### src/pkg/lmc_consts.svh
`ifndef LMC_CONSTS_SVH
`define LMC_CONSTS_SVH
// Summary of operation
// Slave station holds slave link enable ON
// Ordinary link slave holds enable OFF
// Port free flag driven by controller
// Single cycle: last packet sets flags, stops
// Restart needs abort, then run rising edge
// Cyclic: restart first packet, flags stay OFF
// Override word 55H plus station makes master
// Station word shows current station number
// Station word 55H defines station number
// Record abnormal slave number, zero is normal
// Record holds one; software clears to zero
// Slave detected only when slave transmits
// Master-only tables need separate supervision
// Run edge seizes port or waits free
// Pause or abort leaves link, frees port

// ****************************************
// Register offsets
// ****************************************
`define LMC_A_CTRL 8'h00
`define LMC_A_STAT 8'h04
`define LMC_A_TABLE 8'h08
`define LMC_A_OVR 8'h0C
`define LMC_A_STW 8'h10
`define LMC_A_FAULT 8'h14
`define LMC_A_IRQS 8'h18
`define LMC_A_IRQM 8'h1C

// ****************************************
// Fields and codes
// ****************************************
`define LMC_B_RUN 0
`define LMC_B_PAUSE 1
`define LMC_B_ABORT 2
`define LMC_B_SINGLE 3
`define LMC_B_TXMAP 5'h04
`define LMC_I_DONE 0
`define LMC_I_FAULT 1
`define LMC_I_SERR 2
`define LMC_MAGIC 8'h55
`define LMC_MASTER_STN 8'h01
`define LMC_STN_BASE 8'h02
`define LMC_RESP_OK 2'h0
`define LMC_RESP_ERR 2'h2

// ****************************************
// Timing
// ****************************************
`define LMC_RSP_TMO 8'h10
`define LMC_RSP_DLY 4'h2
`endif

### src/pkg/lmc_pkg.sv
package lmc_pkg;
	typedef enum logic [3:0] {
		LMC_IDLE = 4'b0001,
		LMC_WAIT = 4'b0010,
		LMC_SEND = 4'b0100,
		LMC_STOP = 4'b1000
	} lmc_state_t;
	typedef enum logic [1:0] {
		LMC_S_IDLE = 2'b01,
		LMC_S_BUSY = 2'b10
	} lmc_stn_state_t;
	typedef logic [7:0] lmc_stn_t;
endpackage

### src/pkg/lmc_link_if.sv
`timescale 1ns/1ps
interface lmc_link_if;
	logic req_valid;
	lmc_pkg::lmc_stn_t req_station;
	logic req_slave_tx;
	logic ack;
	logic ack_ok;
	logic slave_en;
	modport ctrl (
		output req_valid,
		output req_station,
		output req_slave_tx,
		input ack,
		input ack_ok,
		input slave_en
	);
	modport stn (
		input req_valid,
		input req_station,
		input req_slave_tx,
		output ack,
		output ack_ok,
		output slave_en
	);
endinterface

### src/rtl/lmc_ctrl.sv
`timescale 1ns/1ps
`include "lmc_consts.svh"
module lmc_ctrl (
	input wire logic I_CLOCK,
	input wire logic I_SYS_RST,
	input wire logic I_CE,
	input wire lmc_pkg::lmc_stn_t I_STATION_ID,
	input wire logic I_PORT_HELD,
	input wire logic [7:0] I_AWADDR,
	input wire logic I_AWVALID,
	output logic O_AWREADY,
	input wire logic [31:0] I_WDATA,
	input wire logic [3:0] I_WSTRB,
	input wire logic I_WVALID,
	output logic O_WREADY,
	output logic [1:0] O_BRESP,
	output logic O_BVALID,
	input wire logic I_BREADY,
	input wire logic [7:0] I_ARADDR,
	input wire logic I_ARVALID,
	output logic O_ARREADY,
	output logic [31:0] O_RDATA,
	output logic [1:0] O_RRESP,
	output logic O_RVALID,
	input wire logic I_RREADY,
	output logic O_IRQ,
	output logic O_PORT_FREE,
	output logic O_CYCLE_DONE,
	lmc_link_if.ctrl link
);
	import lmc_pkg::*;

	function automatic logic [31:0] wmerge(input logic [31:0] old, input logic [31:0] nv,
		input logic [3:0] strb);
		logic [31:0] r;
		r = old;
		for (int i = 0; i < 4; i++) begin
			if (strb[i]) begin
				r[i*8 +: 8] = nv[i*8 +: 8];
			end
		end
		return r;
	endfunction

	function automatic logic is_magic(input logic [15:0] w);
		return w[15:8] == `LMC_MAGIC;
	endfunction

	// ****************************************
	// Station strap synchroniser
	// ****************************************
	lmc_stn_t stn_s1, stn_s2;
	always_ff @(posedge I_CLOCK) begin
		if (I_SYS_RST) begin
			stn_s1 <= '0;
			stn_s2 <= '0;
		end else if (I_CE) begin
			stn_s1 <= I_STATION_ID;
			stn_s2 <= stn_s1;
		end
	end

	// ****************************************
	// Register file and AXI4-Lite slave
	// ****************************************
	logic [3:0] ctrl, next_ctrl;
	logic [19:0] table_w, next_table_w;
	logic [15:0] ovr, next_ovr, stw, next_stw, fault, next_fault;
	logic [2:0] irqs, next_irqs, irqm, next_irqm;
	logic irq, next_irq;
	logic aw_rdy, next_aw_rdy, w_rdy, next_w_rdy, aw_got, next_aw_got, w_got, next_w_got;
	logic [7:0] aw_addr, next_aw_addr;
	logic [31:0] w_data, next_w_data;
	logic [3:0] w_strb, next_w_strb;
	logic bvalid, next_bvalid, ar_rdy, next_ar_rdy, rvalid, next_rvalid;
	logic [1:0] bresp, next_bresp, rresp, next_rresp;
	logic [31:0] rdata, next_rdata;
	logic [31:0] wm;
	logic done_evt, fault_evt, serr_evt;
	lmc_stn_t fault_stn, own_stn;
	lmc_state_t state, next_state;
	logic port_free, next_port_free, cycle_done, next_cycle_done;

	assign own_stn = is_magic(stw) ? stw[7:0] : stn_s2;
	assign O_AWREADY = aw_rdy;
	assign O_WREADY = w_rdy;
	assign O_BVALID = bvalid;
	assign O_BRESP = bresp;
	assign O_ARREADY = ar_rdy;
	assign O_RVALID = rvalid;
	assign O_RDATA = rdata;
	assign O_RRESP = rresp;
	assign O_IRQ = irq;

	always_comb begin
		next_ctrl = ctrl;
		next_table_w = table_w;
		next_ovr = ovr;
		next_stw = stw;
		next_fault = fault;
		next_irqs = irqs;
		next_irqm = irqm;
		next_aw_rdy = aw_rdy;
		next_w_rdy = w_rdy;
		next_aw_got = aw_got;
		next_w_got = w_got;
		next_aw_addr = aw_addr;
		next_w_data = w_data;
		next_w_strb = w_strb;
		next_bvalid = bvalid;
		next_bresp = bresp;
		next_ar_rdy = ar_rdy;
		next_rvalid = rvalid;
		next_rdata = rdata;
		next_rresp = rresp;
		wm = '0;
		if (I_AWVALID && aw_rdy) begin
			next_aw_got = 1'b1;
			next_aw_rdy = 1'b0;
			next_aw_addr = I_AWADDR;
		end
		if (I_WVALID && w_rdy) begin
			next_w_got = 1'b1;
			next_w_rdy = 1'b0;
			next_w_data = I_WDATA;
			next_w_strb = I_WSTRB;
		end
		if (aw_got && w_got && !bvalid) begin
			next_bvalid = 1'b1;
			next_bresp = `LMC_RESP_OK;
			case (aw_addr)
				`LMC_A_CTRL: begin
					wm = wmerge({28'h000_0000, ctrl}, w_data, w_strb);
					next_ctrl = wm[3:0];
				end
				`LMC_A_TABLE: begin
					wm = wmerge({12'h000, table_w}, w_data, w_strb);
					next_table_w = wm[19:0];
				end
				`LMC_A_OVR: begin
					wm = wmerge({16'h0000, ovr}, w_data, w_strb);
					next_ovr = wm[15:0];
				end
				`LMC_A_STW: begin
					wm = wmerge({16'h0000, stw}, w_data, w_strb);
					next_stw = wm[15:0];
				end
				`LMC_A_FAULT: begin
					wm = wmerge({16'h0000, fault}, w_data, w_strb);
					next_fault = wm[15:0];
				end
				`LMC_A_IRQS: next_irqs = irqs & ~w_data[2:0];
				`LMC_A_IRQM: next_irqm = w_data[2:0];
				`LMC_A_STAT: next_bresp = `LMC_RESP_OK;
				default: next_bresp = `LMC_RESP_ERR;
			endcase
		end
		if (bvalid && I_BREADY) begin
			next_bvalid = 1'b0;
			next_aw_got = 1'b0;
			next_w_got = 1'b0;
			next_aw_rdy = 1'b1;
			next_w_rdy = 1'b1;
		end
		if (I_ARVALID && ar_rdy) begin
			next_ar_rdy = 1'b0;
			next_rvalid = 1'b1;
			next_rresp = `LMC_RESP_OK;
			case (I_ARADDR)
				`LMC_A_CTRL: next_rdata = {28'h000_0000, ctrl};
				`LMC_A_STAT: next_rdata = {27'h000_0000, link.slave_en, 1'b0,
					state == LMC_SEND, cycle_done, port_free};
				`LMC_A_TABLE: next_rdata = {12'h000, table_w};
				`LMC_A_OVR: next_rdata = {16'h0000, ovr};
				`LMC_A_STW: next_rdata = {16'h0000, stw[15:8], own_stn};
				`LMC_A_FAULT: next_rdata = {16'h0000, fault};
				`LMC_A_IRQS: next_rdata = {29'h0000_0000, irqs};
				`LMC_A_IRQM: next_rdata = {29'h0000_0000, irqm};
				default: begin
					next_rdata = '0;
					next_rresp = `LMC_RESP_ERR;
				end
			endcase
		end
		if (rvalid && I_RREADY) begin
			next_rvalid = 1'b0;
			next_ar_rdy = 1'b1;
		end
		// Hardware events win over a same-cycle software clear
		if (fault_evt) begin
			next_fault = {8'h00, fault_stn};
		end
		next_irqs[`LMC_I_DONE] = next_irqs[`LMC_I_DONE] | done_evt;
		next_irqs[`LMC_I_FAULT] = next_irqs[`LMC_I_FAULT] | fault_evt;
		next_irqs[`LMC_I_SERR] = next_irqs[`LMC_I_SERR] | serr_evt;
		next_irq = |(next_irqs & next_irqm);
	end

	always_ff @(posedge I_CLOCK) begin
		if (I_SYS_RST) begin
			ctrl <= '0;
			table_w <= '0;
			ovr <= '0;
			stw <= '0;
			fault <= '0;
			irqs <= '0;
			irqm <= '0;
			irq <= 1'b0;
			aw_rdy <= 1'b1;
			w_rdy <= 1'b1;
			aw_got <= 1'b0;
			w_got <= 1'b0;
			aw_addr <= '0;
			w_data <= '0;
			w_strb <= '0;
			bvalid <= 1'b0;
			bresp <= `LMC_RESP_OK;
			ar_rdy <= 1'b1;
			rvalid <= 1'b0;
			rdata <= '0;
			rresp <= `LMC_RESP_OK;
		end else if (I_CE) begin
			ctrl <= next_ctrl;
			table_w <= next_table_w;
			ovr <= next_ovr;
			stw <= next_stw;
			fault <= next_fault;
			irqs <= next_irqs;
			irqm <= next_irqm;
			irq <= next_irq;
			aw_rdy <= next_aw_rdy;
			w_rdy <= next_w_rdy;
			aw_got <= next_aw_got;
			w_got <= next_w_got;
			aw_addr <= next_aw_addr;
			w_data <= next_w_data;
			w_strb <= next_w_strb;
			bvalid <= next_bvalid;
			bresp <= next_bresp;
			ar_rdy <= next_ar_rdy;
			rvalid <= next_rvalid;
			rdata <= next_rdata;
			rresp <= next_rresp;
		end
	end

	// ****************************************
	// Link sequencer
	// ****************************************
	logic run_q, next_run_q, req_v, next_req_v, req_tx, next_req_tx;
	lmc_stn_t req_stn, next_req_stn;
	logic [3:0] pkt, next_pkt;
	logic [7:0] tmo, next_tmo;
	logic halt, run_rise, may_master, done_pkt;

	assign link.req_valid = req_v;
	assign link.req_station = req_stn;
	assign link.req_slave_tx = req_tx;
	assign O_PORT_FREE = port_free;
	assign O_CYCLE_DONE = cycle_done;
	assign halt = ctrl[`LMC_B_PAUSE] | ctrl[`LMC_B_ABORT];
	assign run_rise = ctrl[`LMC_B_RUN] & ~run_q;
	assign may_master = own_stn == `LMC_MASTER_STN
		|| (is_magic(ovr) && ovr[7:0] == own_stn);
	assign done_pkt = link.ack || tmo == `LMC_RSP_TMO;
	assign fault_stn = req_stn;

	always_comb begin
		next_state = state;
		next_run_q = ctrl[`LMC_B_RUN];
		next_req_v = req_v;
		next_req_stn = req_stn;
		next_req_tx = req_tx;
		next_pkt = pkt;
		next_tmo = tmo;
		next_port_free = port_free;
		next_cycle_done = cycle_done;
		done_evt = 1'b0;
		fault_evt = 1'b0;
		serr_evt = 1'b0;
		case (state)
			LMC_IDLE: begin
				if (run_rise && !halt) begin
					if (!may_master) begin
						serr_evt = 1'b1;
					end else if (I_PORT_HELD) begin
						next_state = LMC_WAIT;
					end else begin
						next_pkt = '0;
						next_state = LMC_SEND;
					end
				end
			end
			LMC_WAIT: begin
				if (halt) begin
					next_state = LMC_IDLE;
				end else if (!I_PORT_HELD) begin
					next_pkt = '0;
					next_state = LMC_SEND;
				end
			end
			LMC_SEND: begin
				next_tmo = tmo + 8'h01;
				if (halt) begin
					next_state = LMC_IDLE;
				end else if (done_pkt) begin
					// Master-only packets prove nothing about the slave
					fault_evt = req_tx & ~(link.ack & link.ack_ok);
					next_pkt = pkt + 4'h1;
					if (pkt == table_w[3:0]) begin
						next_pkt = '0;
						if (ctrl[`LMC_B_SINGLE]) begin
							next_state = LMC_STOP;
							next_cycle_done = 1'b1;
							done_evt = 1'b1;
						end
					end
				end
			end
			LMC_STOP: begin
				if (ctrl[`LMC_B_ABORT]) begin
					next_state = LMC_IDLE;
				end
			end
			default: next_state = LMC_IDLE;
		endcase
		next_port_free = next_state != LMC_SEND;
		if (next_state == LMC_SEND) begin
			next_cycle_done = 1'b0;
		end
		if (next_state == LMC_SEND && (state != LMC_SEND || done_pkt)) begin
			next_req_v = 1'b1;
			next_req_stn = {4'h0, next_pkt} + `LMC_STN_BASE;
			// Five-bit index: packets 12 to 15 must not wrap onto the count field
			next_req_tx = table_w[`LMC_B_TXMAP + 5'(next_pkt)];
			next_tmo = '0;
		end else if (next_state != LMC_SEND) begin
			next_req_v = 1'b0;
		end
	end

	always_ff @(posedge I_CLOCK) begin
		if (I_SYS_RST) begin
			state <= LMC_IDLE;
			run_q <= 1'b0;
			req_v <= 1'b0;
			req_stn <= '0;
			req_tx <= 1'b0;
			pkt <= '0;
			tmo <= '0;
			port_free <= 1'b1;
			cycle_done <= 1'b0;
		end else if (I_CE) begin
			state <= next_state;
			run_q <= next_run_q;
			req_v <= next_req_v;
			req_stn <= next_req_stn;
			req_tx <= next_req_tx;
			pkt <= next_pkt;
			tmo <= next_tmo;
			port_free <= next_port_free;
			cycle_done <= next_cycle_done;
		end
	end
endmodule

### src/flat_wrapper.sv
// flat-port wrapper written by rule: the top's interface ports become plain ports
module lmc_ctrl_flat import lmc_pkg::*;
  (I_CLOCK, I_SYS_RST, I_CE, I_STATION_ID, I_PORT_HELD, I_AWADDR, I_AWVALID, O_AWREADY, I_WDATA, I_WSTRB, I_WVALID, O_WREADY, O_BRESP, O_BVALID, I_BREADY, I_ARADDR, I_ARVALID, O_ARREADY, O_RDATA, O_RRESP, O_RVALID, I_RREADY, O_IRQ, O_PORT_FREE, O_CYCLE_DONE, link_req_valid, link_req_station, link_req_slave_tx, link_ack, link_ack_ok, link_slave_en);
  lmc_link_if link_i ();
  input wire logic I_CLOCK;
  input wire logic I_SYS_RST;
  input wire logic I_CE;
  input wire lmc_pkg::lmc_stn_t I_STATION_ID;
  input wire logic I_PORT_HELD;
  input wire logic [7:0] I_AWADDR;
  input wire logic I_AWVALID;
  output logic O_AWREADY;
  input wire logic [31:0] I_WDATA;
  input wire logic [3:0] I_WSTRB;
  input wire logic I_WVALID;
  output logic O_WREADY;
  output logic [1:0] O_BRESP;
  output logic O_BVALID;
  input wire logic I_BREADY;
  input wire logic [7:0] I_ARADDR;
  input wire logic I_ARVALID;
  output logic O_ARREADY;
  output logic [31:0] O_RDATA;
  output logic [1:0] O_RRESP;
  output logic O_RVALID;
  input wire logic I_RREADY;
  output logic O_IRQ;
  output logic O_PORT_FREE;
  output logic O_CYCLE_DONE;
  output wire logic [$bits(link_i.req_valid)-1:0] link_req_valid;
  output wire logic [$bits(link_i.req_station)-1:0] link_req_station;
  output wire logic [$bits(link_i.req_slave_tx)-1:0] link_req_slave_tx;
  input wire logic [$bits(link_i.ack)-1:0] link_ack;
  input wire logic [$bits(link_i.ack_ok)-1:0] link_ack_ok;
  input wire logic [$bits(link_i.slave_en)-1:0] link_slave_en;
  assign link_req_valid = link_i.req_valid;
  assign link_req_station = link_i.req_station;
  assign link_req_slave_tx = link_i.req_slave_tx;
  assign link_i.ack = link_ack;
  assign link_i.ack_ok = link_ack_ok;
  assign link_i.slave_en = link_slave_en;
  lmc_ctrl u_core (.I_CLOCK(I_CLOCK), .I_SYS_RST(I_SYS_RST), .I_CE(I_CE), .I_STATION_ID(I_STATION_ID), .I_PORT_HELD(I_PORT_HELD), .I_AWADDR(I_AWADDR), .I_AWVALID(I_AWVALID), .O_AWREADY(O_AWREADY), .I_WDATA(I_WDATA), .I_WSTRB(I_WSTRB), .I_WVALID(I_WVALID), .O_WREADY(O_WREADY), .O_BRESP(O_BRESP), .O_BVALID(O_BVALID), .I_BREADY(I_BREADY), .I_ARADDR(I_ARADDR), .I_ARVALID(I_ARVALID), .O_ARREADY(O_ARREADY), .O_RDATA(O_RDATA), .O_RRESP(O_RRESP), .O_RVALID(O_RVALID), .I_RREADY(I_RREADY), .O_IRQ(O_IRQ), .O_PORT_FREE(O_PORT_FREE), .O_CYCLE_DONE(O_CYCLE_DONE), .link(link_i));
endmodule
### config.mk
export PLATFORM = sky130hd
export DESIGN_NAME = lmc_ctrl_flat
export DESIGN_NICKNAME = d
export VERILOG_FILES = /design/src/pkg/lmc_pkg.sv /design/src/pkg/lmc_link_if.sv /design/src/rtl/lmc_ctrl.sv /design/src/flat_wrapper.sv
export VERILOG_INCLUDE_DIRS = /design/src /design/src/pkg
export SDC_FILE = /design/constraint.sdc
export NUM_CORES = 1
export LEC_CHECK = 0
export BUFFER_PORTS_ARGS = -buffer_cell sky130_fd_sc_hd__buf_2
export CORE_UTILIZATION = 50
export CTS_CLUSTER_DIAMETER = 60
export DETAILED_ROUTE_END_ITERATION = 10
export HOLD_SLACK_MARGIN = 0.12
export PLACE_DENSITY = 0.82
export SETUP_SLACK_MARGIN = 0.15
export SYNTH_ARGS = -nofsm -noshare
export SYNTH_HDL_FRONTEND = slang
export SYNTH_SLANG_ARGS = --single-unit
### constraint.sdc
create_clock -name I_CLOCK -period 6.5 [get_ports I_CLOCK]
set_input_delay 0.325 -clock I_CLOCK [delete_from_list [all_inputs] [get_ports I_CLOCK]]
set_output_delay 0.325 -clock I_CLOCK [all_outputs]
set_load 0.01 [all_outputs]
==> results.md, run 1 <==
- Outcome: complete, no violations
- Setup TNS: 0 ps
- CORE AREA: 16580 um^2
- Via/cell ratio: 5.850
- Initial DRC Count: 776
- Clock Skew: 10.18 ps
- Initial antenna violation count: 0
- Gr usage total: 0.2651
- Final Hold Fails: 0
- Number of I/O pins: 126
- Most frequent cell after synthesis: nand2_1
- Reg2Reg Depth: 10
- Power Total: 2313 uW
- Nets: 1182
- Final Max Tran Viols: 0
- Pin count of the biggest net entering global routing: 91
- DRC errors left: 0
- CP peak stage delay: 830 ps
- Top Metal Used: met4
- Crit Path Class: flip-flop to flip-flop
- Routed wire per std cell: 17.06 um
- Die height: 132.2 um
- Netlist Area Pre-Place: 8469 um^2
- Post-CTS sizing: 0
- DIE AREA: 17460 um^2
- Syn avg cell area: 8.183 um^2
- Clk slew on worst S/H paths: 70 ps
- Tcrit/Tclk final: 0.6239
- Leakage: 0.003728 uW
- Sequential area share after synthesis: 0.4278
- CTS tree: yes
- Worst vdd ir: 0.1934 mV
- CTS HTree Levels: 4
- Layout filler cell count: 1483
- WL final: 22.83 mm
- HP Start: I_STATION_ID[6]
- Cells after Synth: 1035
- Routed Antenna Nets: 0
- WL met3: 1.955 mm
- CP top delay family: compound AO/OA/AOI/OAI gates
- Synth cell types: 72
- Hold Path Stages: 3
- Largest area contributor in the netlist: dfxtp_1
- Reg2reg setup slack: 2440 ps
- Die W: 132.2 um
- Worst setup EP type: flip-flop
- WP buf/inv: 0
- Post-synth top area share: 0.4278
- Asr flop ratio synth: 0
- Most frequently used flop master after synthesis: dfxtp_1
- Worst path arrival time: 4420 ps
- Starting density of the core: 0.5107
- Crit start category: flip-flop
- Worst-Skew Late Latency: 440 ps
- RR Endpoint: u_core.link.req_slave_tx
- Slew @ Worst Pin: 1285 ps
- Dpl cells: 1294
- Hold Crit Class: input pin to flip-flop
- Via Count: 7827
- Pre-antenna DRT Iters: 7
- DR WL met2: 10.18 mm
- Ranking of synthesized cells by area: dfxtp_1 (43%), mux2i_1 (8.9%), nand2_1 (8.1%)
- HPWL after DPL: 15.81 mm
- Final Critical Period: 4055 ps
- Min Hold Slack: 126.8 ps
- Power per cell area: 239.6 nW/um^2
- Vias in the first global route: 7077
- Hold endpoint: u_core.stn_s1[6]
- Max stage delay cell, worst path: a21oi_1
- CTS Buffer Depth: 2
- Num Clock Sinks: 181
- Dpl ws: 2618 ps
- Reg2Reg Launch Point: u_core.stw[13]
- Total grt overflow: 0
- Max frequency: 0.2466 GHz
- TritonCTS Buffers: 17
- Instance count on the critical path: 10
- Placer Congestion: 0.9575
- Worst Path Required: 6860 ps
- Max-cap violation count: 0
- CP max FO: 12
- Top cells by count, synth: nand2_1 (182), dfxtp_1 (181), a21oi_1 (114), nor2_1 (113), mux2i_1 (75)
- CP Cell Sequence: and4bb_2 > nand2_2 > a2111o_1 > a2bb2o_1 > nor3_1 > o2111ai_1 > a21oi_1 > o21ai_0 > a31o_2 > a41oi_1
- Post-route setup slack: 2445 ps
- Met1 WL: 9.847 mm
- RSZ-0062 raised after global routing: false
- Synth warn: 0
- EDFF count, synth: 0
- Finish-stage setup viols: 0
- Worst slew margin: 0.1417
- P&R area growth vs syn: 14.01%
- IO buf count: 95
- Layout cell share with drive strength beyond 1: 0.1431
- Clock Root Buffer: clkbuf_16
- Ant. Diodes: 0
- # rows: 47
- First-pass GRT wire length: 36.45 mm
- Non-Filler Instances: 1338
- Register bit count reported by yosys: 181
what timing repair did:
action                     in CTS  in global routing
hold endpoints to repair       12                  0
setup endpoints to repair       0                  0
hold buffers                   12                  0
setup buffers                   0                  0
how the worst max path moves through the flow:
| stage | startpoint | end | slack (ps) |
|---|---|---|---|
| after floorplan | u_core.stw[13] | u_core.link.req_slave_tx | 3170 |
| after global placement | u_core.stw[9] | u_core.link.req_slave_tx | 2720 |
| after detailed placement | u_core.stw[13] | u_core.link.req_slave_tx | 2620 |
| after CTS | u_core.stw[9] | u_core.link.req_slave_tx | 2560 |
| after global routing | u_core.stw[9] | u_core.link.req_slave_tx | 2330 |
| final | u_core.stw[13] | u_core.link.req_slave_tx | 2440 |
cells in the final DEF, fill, tap and decap left out, types with 15 or more instances in the layout:
| cell | n |
|---|---|
| nand2_1 | 182 |
| dfxtp_1 | 181 |
| a21oi_1 | 114 |
| nor2_1 | 113 |
| buf_2 | 94 |
| mux2i_1 | 75 |
| nand3_1 | 39 |
| o21ai_0 | 24 |
| inv_1 | 17 |
| conb_1 | 17 |
| clkbuf_16 | 17 |
| nand2b_1 | 15 |
worst register-to-register path: cells and delay by family, from the launching register on:
| family | cells | cell delay, ps |
|---|---|---|
| AO/OA/AOI/OAI | 7 | 2470 |
| AND/OR/NAND/NOR | 3 | 1160 |
| flip-flops | 1 | 340 |
cells by family after synthesis:
logic type | Yosys count | share of synthesized area
adders and majority gates | 5 | 0.007387
and+or+nand+nor | 439 | 0.2412
xor gates and xnor gates | 11 | 0.01138
muxes | 82 | 0.09795
AOI/OAI and AO/OA | 221 | 0.1640
DFF | 181 | 0.4278
buffers and inverters | 95 | 0.04978
other | 1 | 0.0004428
flip-flops by register name, indices dropped and copies added (netlist names), 5 cells and up:
register and count:
u_core.stn_s2 8, u_core.w_data 20, u_core.O_RDATA 20, u_core.stn_s1 8, u_core.aw_addr 8, u_core.link.req_station 5, u_core.fault 16, u_core.stw 16
u_core.table_w 20, u_core.ovr 16, u_core.tmo 8
layer usage:
layer  GRT usage  vias up
li1            -     3747
met1      0.3482     3632
met2      0.4053      378
met3     0.06036       70
met4      0.1408        0
met5           0        -
final cells by class:
class / instances / area, um^2 / share of cell area
Sequential cell: 181 / 3623 / 0.3753
Clock buffer: 18 / 429.2 / 0.04445
Inverter: 18 / 67.56 / 0.006998
Multi-Input combinational cell: 775 / 4491 / 0.4651
Timing Repair Buffer: 112 / 635.6 / 0.06583
Tap cell: 220 / 275.3 / 0.02851
Clock inverter: 14 / 133.9 / 0.01387
report_power, final:
group	switching [uW]	internal, uW	leakage, uW
Combinational	101	62.5	0.00199
Sequential	28.3	1130	0.00147
Clock	482	508	0.000273
Total	611	1700	0.00373
per-stage QoR:
step	utilization	area [um^2]
2_1_floorplan	-	8529
3_5_place_dp	0.5410	8972
5_1_grt	0.5822	9656
3_3_place_gp	0.5410	8972
6_report	0.5822	9656
4_1_cts	0.5822	9656
No activity file was read; power rests on OpenSTA's default activity.
==> run 2: changes to the inputs <==
==> constraint.sdc (replaced) <==
create_clock -name I_CLOCK -period 3.9 [get_ports I_CLOCK]
set_input_delay 0.195 -clock I_CLOCK [delete_from_list [all_inputs] [get_ports I_CLOCK]]
set_output_delay 0.195 -clock I_CLOCK [all_outputs]
set_load 0.01 [all_outputs]
==> results.md, run 2 (synthesis results as in run 1) <==
- RSZ-0062 raised after global routing: false
- Gr usage total: 0.2800
- Min Hold Slack: 236.4 ps
- Worst Path Required: 4260 ps
- WL final: 24.18 mm
- Clock Root Buffer: clkbuf_16
- Layout filler cell count: 1452
- Worst setup EP type: flip-flop
- Pin count of the biggest net entering global routing: 89
- Worst slew margin: 0.3017
- Die height: 132.2 um
- Slew @ Worst Pin: 1045 ps
- Clk slew on worst S/H paths: 70 ps
- Layout cell share with drive strength beyond 1: 0.1534
- Max stage delay cell, worst path: or4_4
- HPWL after DPL: 16.47 mm
- Setup TNS: 0 ps
- Nets: 1231
- First-pass GRT wire length: 38.79 mm
- Routed wire per std cell: 17.43 um
- Finish-stage setup viols: 0
- Initial DRC Count: 892
- Worst vdd ir: 0.3003 mV
- TritonCTS Buffers: 17
- Crit Path Class: flip-flop to flip-flop
- CTS Buffer Depth: 2
- Final Max Tran Viols: 0
- FF+latch area: 3623 um^2
- Worst-Skew Late Latency: 440 ps
- Via/cell ratio: 5.898
- P&R area growth vs syn: 19.87%
- Max-cap violation count: 0
- Number of I/O pins: 126
- Commonest non-fill, non-tap cell in the layout: nand2_1
- Placed cell areas: 9054 um^2
- Routed Antenna Nets: 0
- Via Count: 8180
- Power per cell area: 384.0 nW/um^2
- Multi-input gate area: 4526 um^2
- Vias in the first global route: 7590
- DRC errors left: 0
- Placer Congestion: 1.068
- Num Clock Sinks: 181
- Die W: 132.2 um
- CORE AREA: 16580 um^2
- Starting density of the core: 0.5107
- CP top delay family: simple AND/OR/NAND/NOR gates
- WP buf/inv: 1
- IO buf count: 95
- Leakage: 0.003944 uW
- CP max FO: 9
- Commonest non-fill, non-tap cells in the layout: nand2_1 (182), dfxtp_1 (181), nor2_1 (113), a21oi_1 (113), buf_2 (94)
- Total grt overflow: 0
- CP Cell Sequence: nand4bb_2 > o22ai_1 > nand3_1 > or4_4 > or3_4 > a311oi_4 > inv_2 > ha_2 > a2111oi_2 > a211oi_1 > a41oi_1
- Worst path arrival time: 4020 ps
- Final Hold Fails: 0
- Tcrit/Tclk final: 0.9386
- CTS HTree Levels: 4
- Max frequency: 0.2732 GHz
- CP peak stage delay: 580 ps
- CTS tree: yes
- DIE AREA: 17460 um^2
- Final core area utilization: 0.6122
- Outcome: complete, no violations
- Hold Crit Class: input pin to flip-flop
- Clock Skew: 12.28 ps
- Initial antenna violation count: 0
- Final Critical Period: 3661 ps
- Final Instance Area: 10150 um^2
- Ant. Diodes: 0
- Pre-antenna DRT Iters: 6
- Crit start category: flip-flop
- # rows: 47
run 2: cell types whose count changed in the layout (fill, tap and decap cells not counted), moves of 2 or more:
cell           before  now
clkinv_2            1    3
a2111oi_2           0    2
dlygate4sd3_1      12   48
buf_4               6   18
inv_8               4    0
run 2: stage by stage:
step | total power, uW | cells | worst slack [ps]
after global placement | 2232 | 1304 | 327.3
after floorplan | 2149 | 1051 | 571.5
final | 3898 | 1387 | 239.4
after detailed placement | 2240 | 1304 | 247.9
after CTS | 3889 | 1384 | 221.4
after global routing | 4030 | 1387 | 83.35
run 2: metal layers:
layer / global-route usage / vias up / routed length, um
met2: 0.4489 / 431 / 11110
met5: 0 / - / 0
met1: 0.3652 / 3835 / 10120
met4: 0.1357 / 0 / 862
li1: - / 3847 / -
met3: 0.04844 / 67 / 2089
run 2: path summary, 6_finish.rpt:
check	from	slack [ps]	cells after the start	to
max reg2reg	u_core.stw[13]	240	11	u_core.link.req_slave_tx
min	I_ARADDR[6]	240	4	u_core.O_RRESP[1]
max	u_core.stw[13]	240	11	u_core.link.req_slave_tx
min reg2reg	u_core.O_RDATA[18]	450	2	u_core.O_RDATA[18]
run 2: report_power, final:
part / switching, uW / internal (uW) / leakage [uW] / total, uW
sequential: 48.0 / 1890 / 0.00147 / 1940
clock: 754 / 888 / 0.000269 / 1640
combinational: 183 / 138 / 0.00221 / 321
run 2: worst register-to-register path, stage by stage (launching register included):
cell and delay (ps):
dfxtp_1 350, nand4bb_2 340, o22ai_1 240, nand3_1 130, or4_4 580, or3_4 430, a311oi_4 370, inv_2 160
ha_2 360, a2111oi_2 310, a211oi_1 100, a41oi_1 210
run 2: what timing repair did:
| action | in CTS | in global routing |
|---|---|---|
| hold endpoints to repair | 46 | 0 |
| hold buffers | 48 | 0 |
| resized for setup | 0 | 10 |
| setup endpoints to repair | 0 | 1 |
| buffers inserted | 0 | 3 |
run 2: cell type report:
type | instances | share of cell area
flip-flops and latches | 181 | 0.3569
inverters | 18 | 0.006655
clock inverters | 13 | 0.01195
repair buffers | 161 | 0.1089
multi-input cells | 775 | 0.4458
well taps | 220 | 0.02711
clock buffers | 19 | 0.04264
==> run 3: changes to the inputs <==
--- a/config.mk
+++ b/config.mk
@@ -7,6 +7,7 @@
 export NUM_CORES = 1
 export LEC_CHECK = 0
 export BUFFER_PORTS_ARGS = -buffer_cell sky130_fd_sc_hd__buf_2
+export CORE_MARGIN = 10
 export CORE_UTILIZATION = 50
 export CTS_CLUSTER_DIAMETER = 60
 export DETAILED_ROUTE_END_ITERATION = 10
==> constraint.sdc (replaced) <==
create_clock -name I_CLOCK -period 3.9 [get_ports I_CLOCK]
set_input_delay 1.17 -clock I_CLOCK [delete_from_list [all_inputs] [get_ports I_CLOCK]]
set_output_delay 1.17 -clock I_CLOCK [all_outputs]
set_load 0.01 [all_outputs]
==> results.md, run 3 (synthesis results as in run 1) <==
- Outcome: complete, no violations
- CP Cell Sequence: and4bb_4 > nand2_2 > a2111o_1 > a2bb2o_1 > or3_4 > a311oi_4 > inv_2 > ha_1 > a2111oi_1 > a211oi_1 > a41oi_1
- # rows: 47
- Number of I/O pins: 126
- CP peak stage delay: 440 ps
- CTS HTree Levels: 4
- Multi-input gate area: 4508 um^2
- Worst Path Required: 4250 ps
- Pre-antenna DRT Iters: 6
- Worst-Skew Late Latency: 440 ps
- Hold endpoint: u_core.O_RDATA[18]
- Clock power frac: 0.441
- Clk slew on worst S/H paths: 70 ps
- Switching part of the total: 0.2606
- Min Hold Slack: 446.8 ps
- P&R area growth vs syn: 15.17%
- Cell-internal power: 2923 uW
- Gr usage total: 0.2116
- Max frequency: 0.2758 GHz
- First-pass GRT wire length: 38.29 mm
- CORE AREA: 16580 um^2
- Crit Path Class: flip-flop to flip-flop
- DIE AREA: 22550 um^2
- CTS Buffer Depth: 2
- Hold Path Stages: 2
- Initial antenna violation count: 0
- Pin count of the biggest net entering global routing: 114
- Via/cell ratio: 5.817
- Placer Congestion: 0.9842
- Leakage: 0.003804 uW
- Switching pwr: 1030 uW
- DRC errors left: 0
- Tcrit/Tclk final: 0.9297
- Layout filler cell count: 1518
- Worst path arrival time: 3980 ps
- CP top delay family: compound AO/OA/AOI/OAI gates
- Ant. Diodes: 0
- Dpl cells: 1313
- Max stage delay cell, worst path: dfxtp_1
- Routed Antenna Nets: 0
- Slew @ Worst Pin: 921.8 ps
- Final Max Tran Viols: 0
- WL final: 24.14 mm
- Non-Filler Instances: 1346
- Final Instance Area: 9754 um^2
- Via Count: 7830
- Max-cap violation count: 0
- Hold Crit Class: flip-flop to flip-flop
- Worst setup EP type: flip-flop
- IO buf count: 95
- FF+latch area: 3623 um^2
- Commonest non-fill, non-tap cells in the layout: nand2_1 (182), dfxtp_1 (181), a21oi_1 (114)
- Setup TNS: 0 ps
- Clock Root Buffer: clkbuf_16
- Power per cell area: 405.3 nW/um^2
- Crit start category: flip-flop
- Vias in the first global route: 7301
- Comb power frac: 0.070
- Total grt overflow: 0
- Commonest non-fill, non-tap cell in the layout: nand2_1
- Worst slew margin: 0.3842
- Starting density of the core: 0.5107
- CP max FO: 6
- Routed wire per std cell: 17.93 um
- Sequential Power Share: 0.489
- Reg2Reg Depth: 11
- Finish-stage setup viols: 0
- Placed cell areas: 9121 um^2
- Reg2Reg Launch Point: u_core.stw[8]
- Die W: 150.2 um
- Clock Skew: 13.85 ps
- TritonCTS Buffers: 17
- RR Endpoint: u_core.link.req_slave_tx
- Layout cell share with drive strength beyond 1: 0.1625
- Num Clock Sinks: 181
- Final Hold Fails: 0
- Die height: 150.2 um
- Worst vdd ir: 0.3153 mV
- HP Start: u_core.O_RDATA[18]
- WP buf/inv: 1
- RSZ-0062 raised after global routing: false
- Reg2reg setup slack: 270 ps
- CTS tree: yes
- Initial DRC Count: 852
- Nets: 1190
- HPWL after DPL: 17.40 mm
- Final Critical Period: 3626 ps
run 3: how the worst max path moves through the flow:
| stage | startpoint | to | slack [ps] | cells after the start |
|---|---|---|---|---|
| after CTS | u_core.stw[13] | u_core.link.req_slave_tx | 220 | 11 |
| final | u_core.stw[8] | u_core.link.req_slave_tx | 270 | 11 |
| after floorplan | I_PORT_HELD | u_core.link.req_slave_tx | 380 | 9 |
| after global routing | u_core.stw[13] | u_core.link.req_slave_tx | 140 | 11 |
| after detailed placement | I_PORT_HELD | u_core.link.req_slave_tx | -50 | 10 |
| after global placement | I_PORT_HELD | u_core.link.req_slave_tx | 60 | 10 |
run 3: per-layer routing:
metal  share of wire  wire [um]  vias to the layer above  global-route usage
li1                -          -                     3768                   -
met1            0.43      10420                     3640              0.2782
met2            0.45      10920                      373              0.3268
met3           0.088       2132                       49             0.05492
met4           0.028        670                        0             0.08017
met5               0          0                        -                   0
run 3: worst reg2reg max path: cells and delay by family, from the launching register on:
family,cells,cell delay [ps]
buffers and inverters,1,60
AOI/OAI and AO/OA,6,1780
adders and majority gates,1,360
DFF,1,440
and+or+nand+nor,3,880
run 3: timing repair:
| action | CTS | global route |
|---|---|---|
| hold buffers | 0 | 0 |
| setup endpoints to repair | 0 | 1 |
| buffers inserted | 0 | 1 |
| gates resized for setup | 0 | 6 |
run 3: cell type report:
type                    instances  area share
clock inverters                14     0.01668
repair buffers                120     0.06952
inverters                      18    0.006927
well taps                     220     0.02822
clock buffers                  18     0.04502
flip-flops and latches        181      0.3715
multi-input cells             775      0.4622
run 3: per-stage QoR:
| stage | setup WS (ps) | total power (uW) | utilization |
|---|---|---|---|
| 5_1_grt | 137.4 | 4089 | 0.5882 |
| 3_5_place_dp | -52.51 | 2244 | 0.5500 |
| 2_1_floorplan | 381.4 | 2149 | - |
| 4_1_cts | 218.2 | 3966 | 0.5863 |
| 3_3_place_gp | 58.47 | 2237 | 0.5500 |
| 6_report | 274.3 | 3953 | 0.5882 |
run 3: power by group through the flow:
stage	registers [uW]	logic [uW]	clock network [uW]
final	1930	277	1740
after global routing	1940	308	1840
after CTS	1930	271	1760
after detailed placement	1970	269	0
after global placement	1970	264	0
after floorplan	1960	191	0
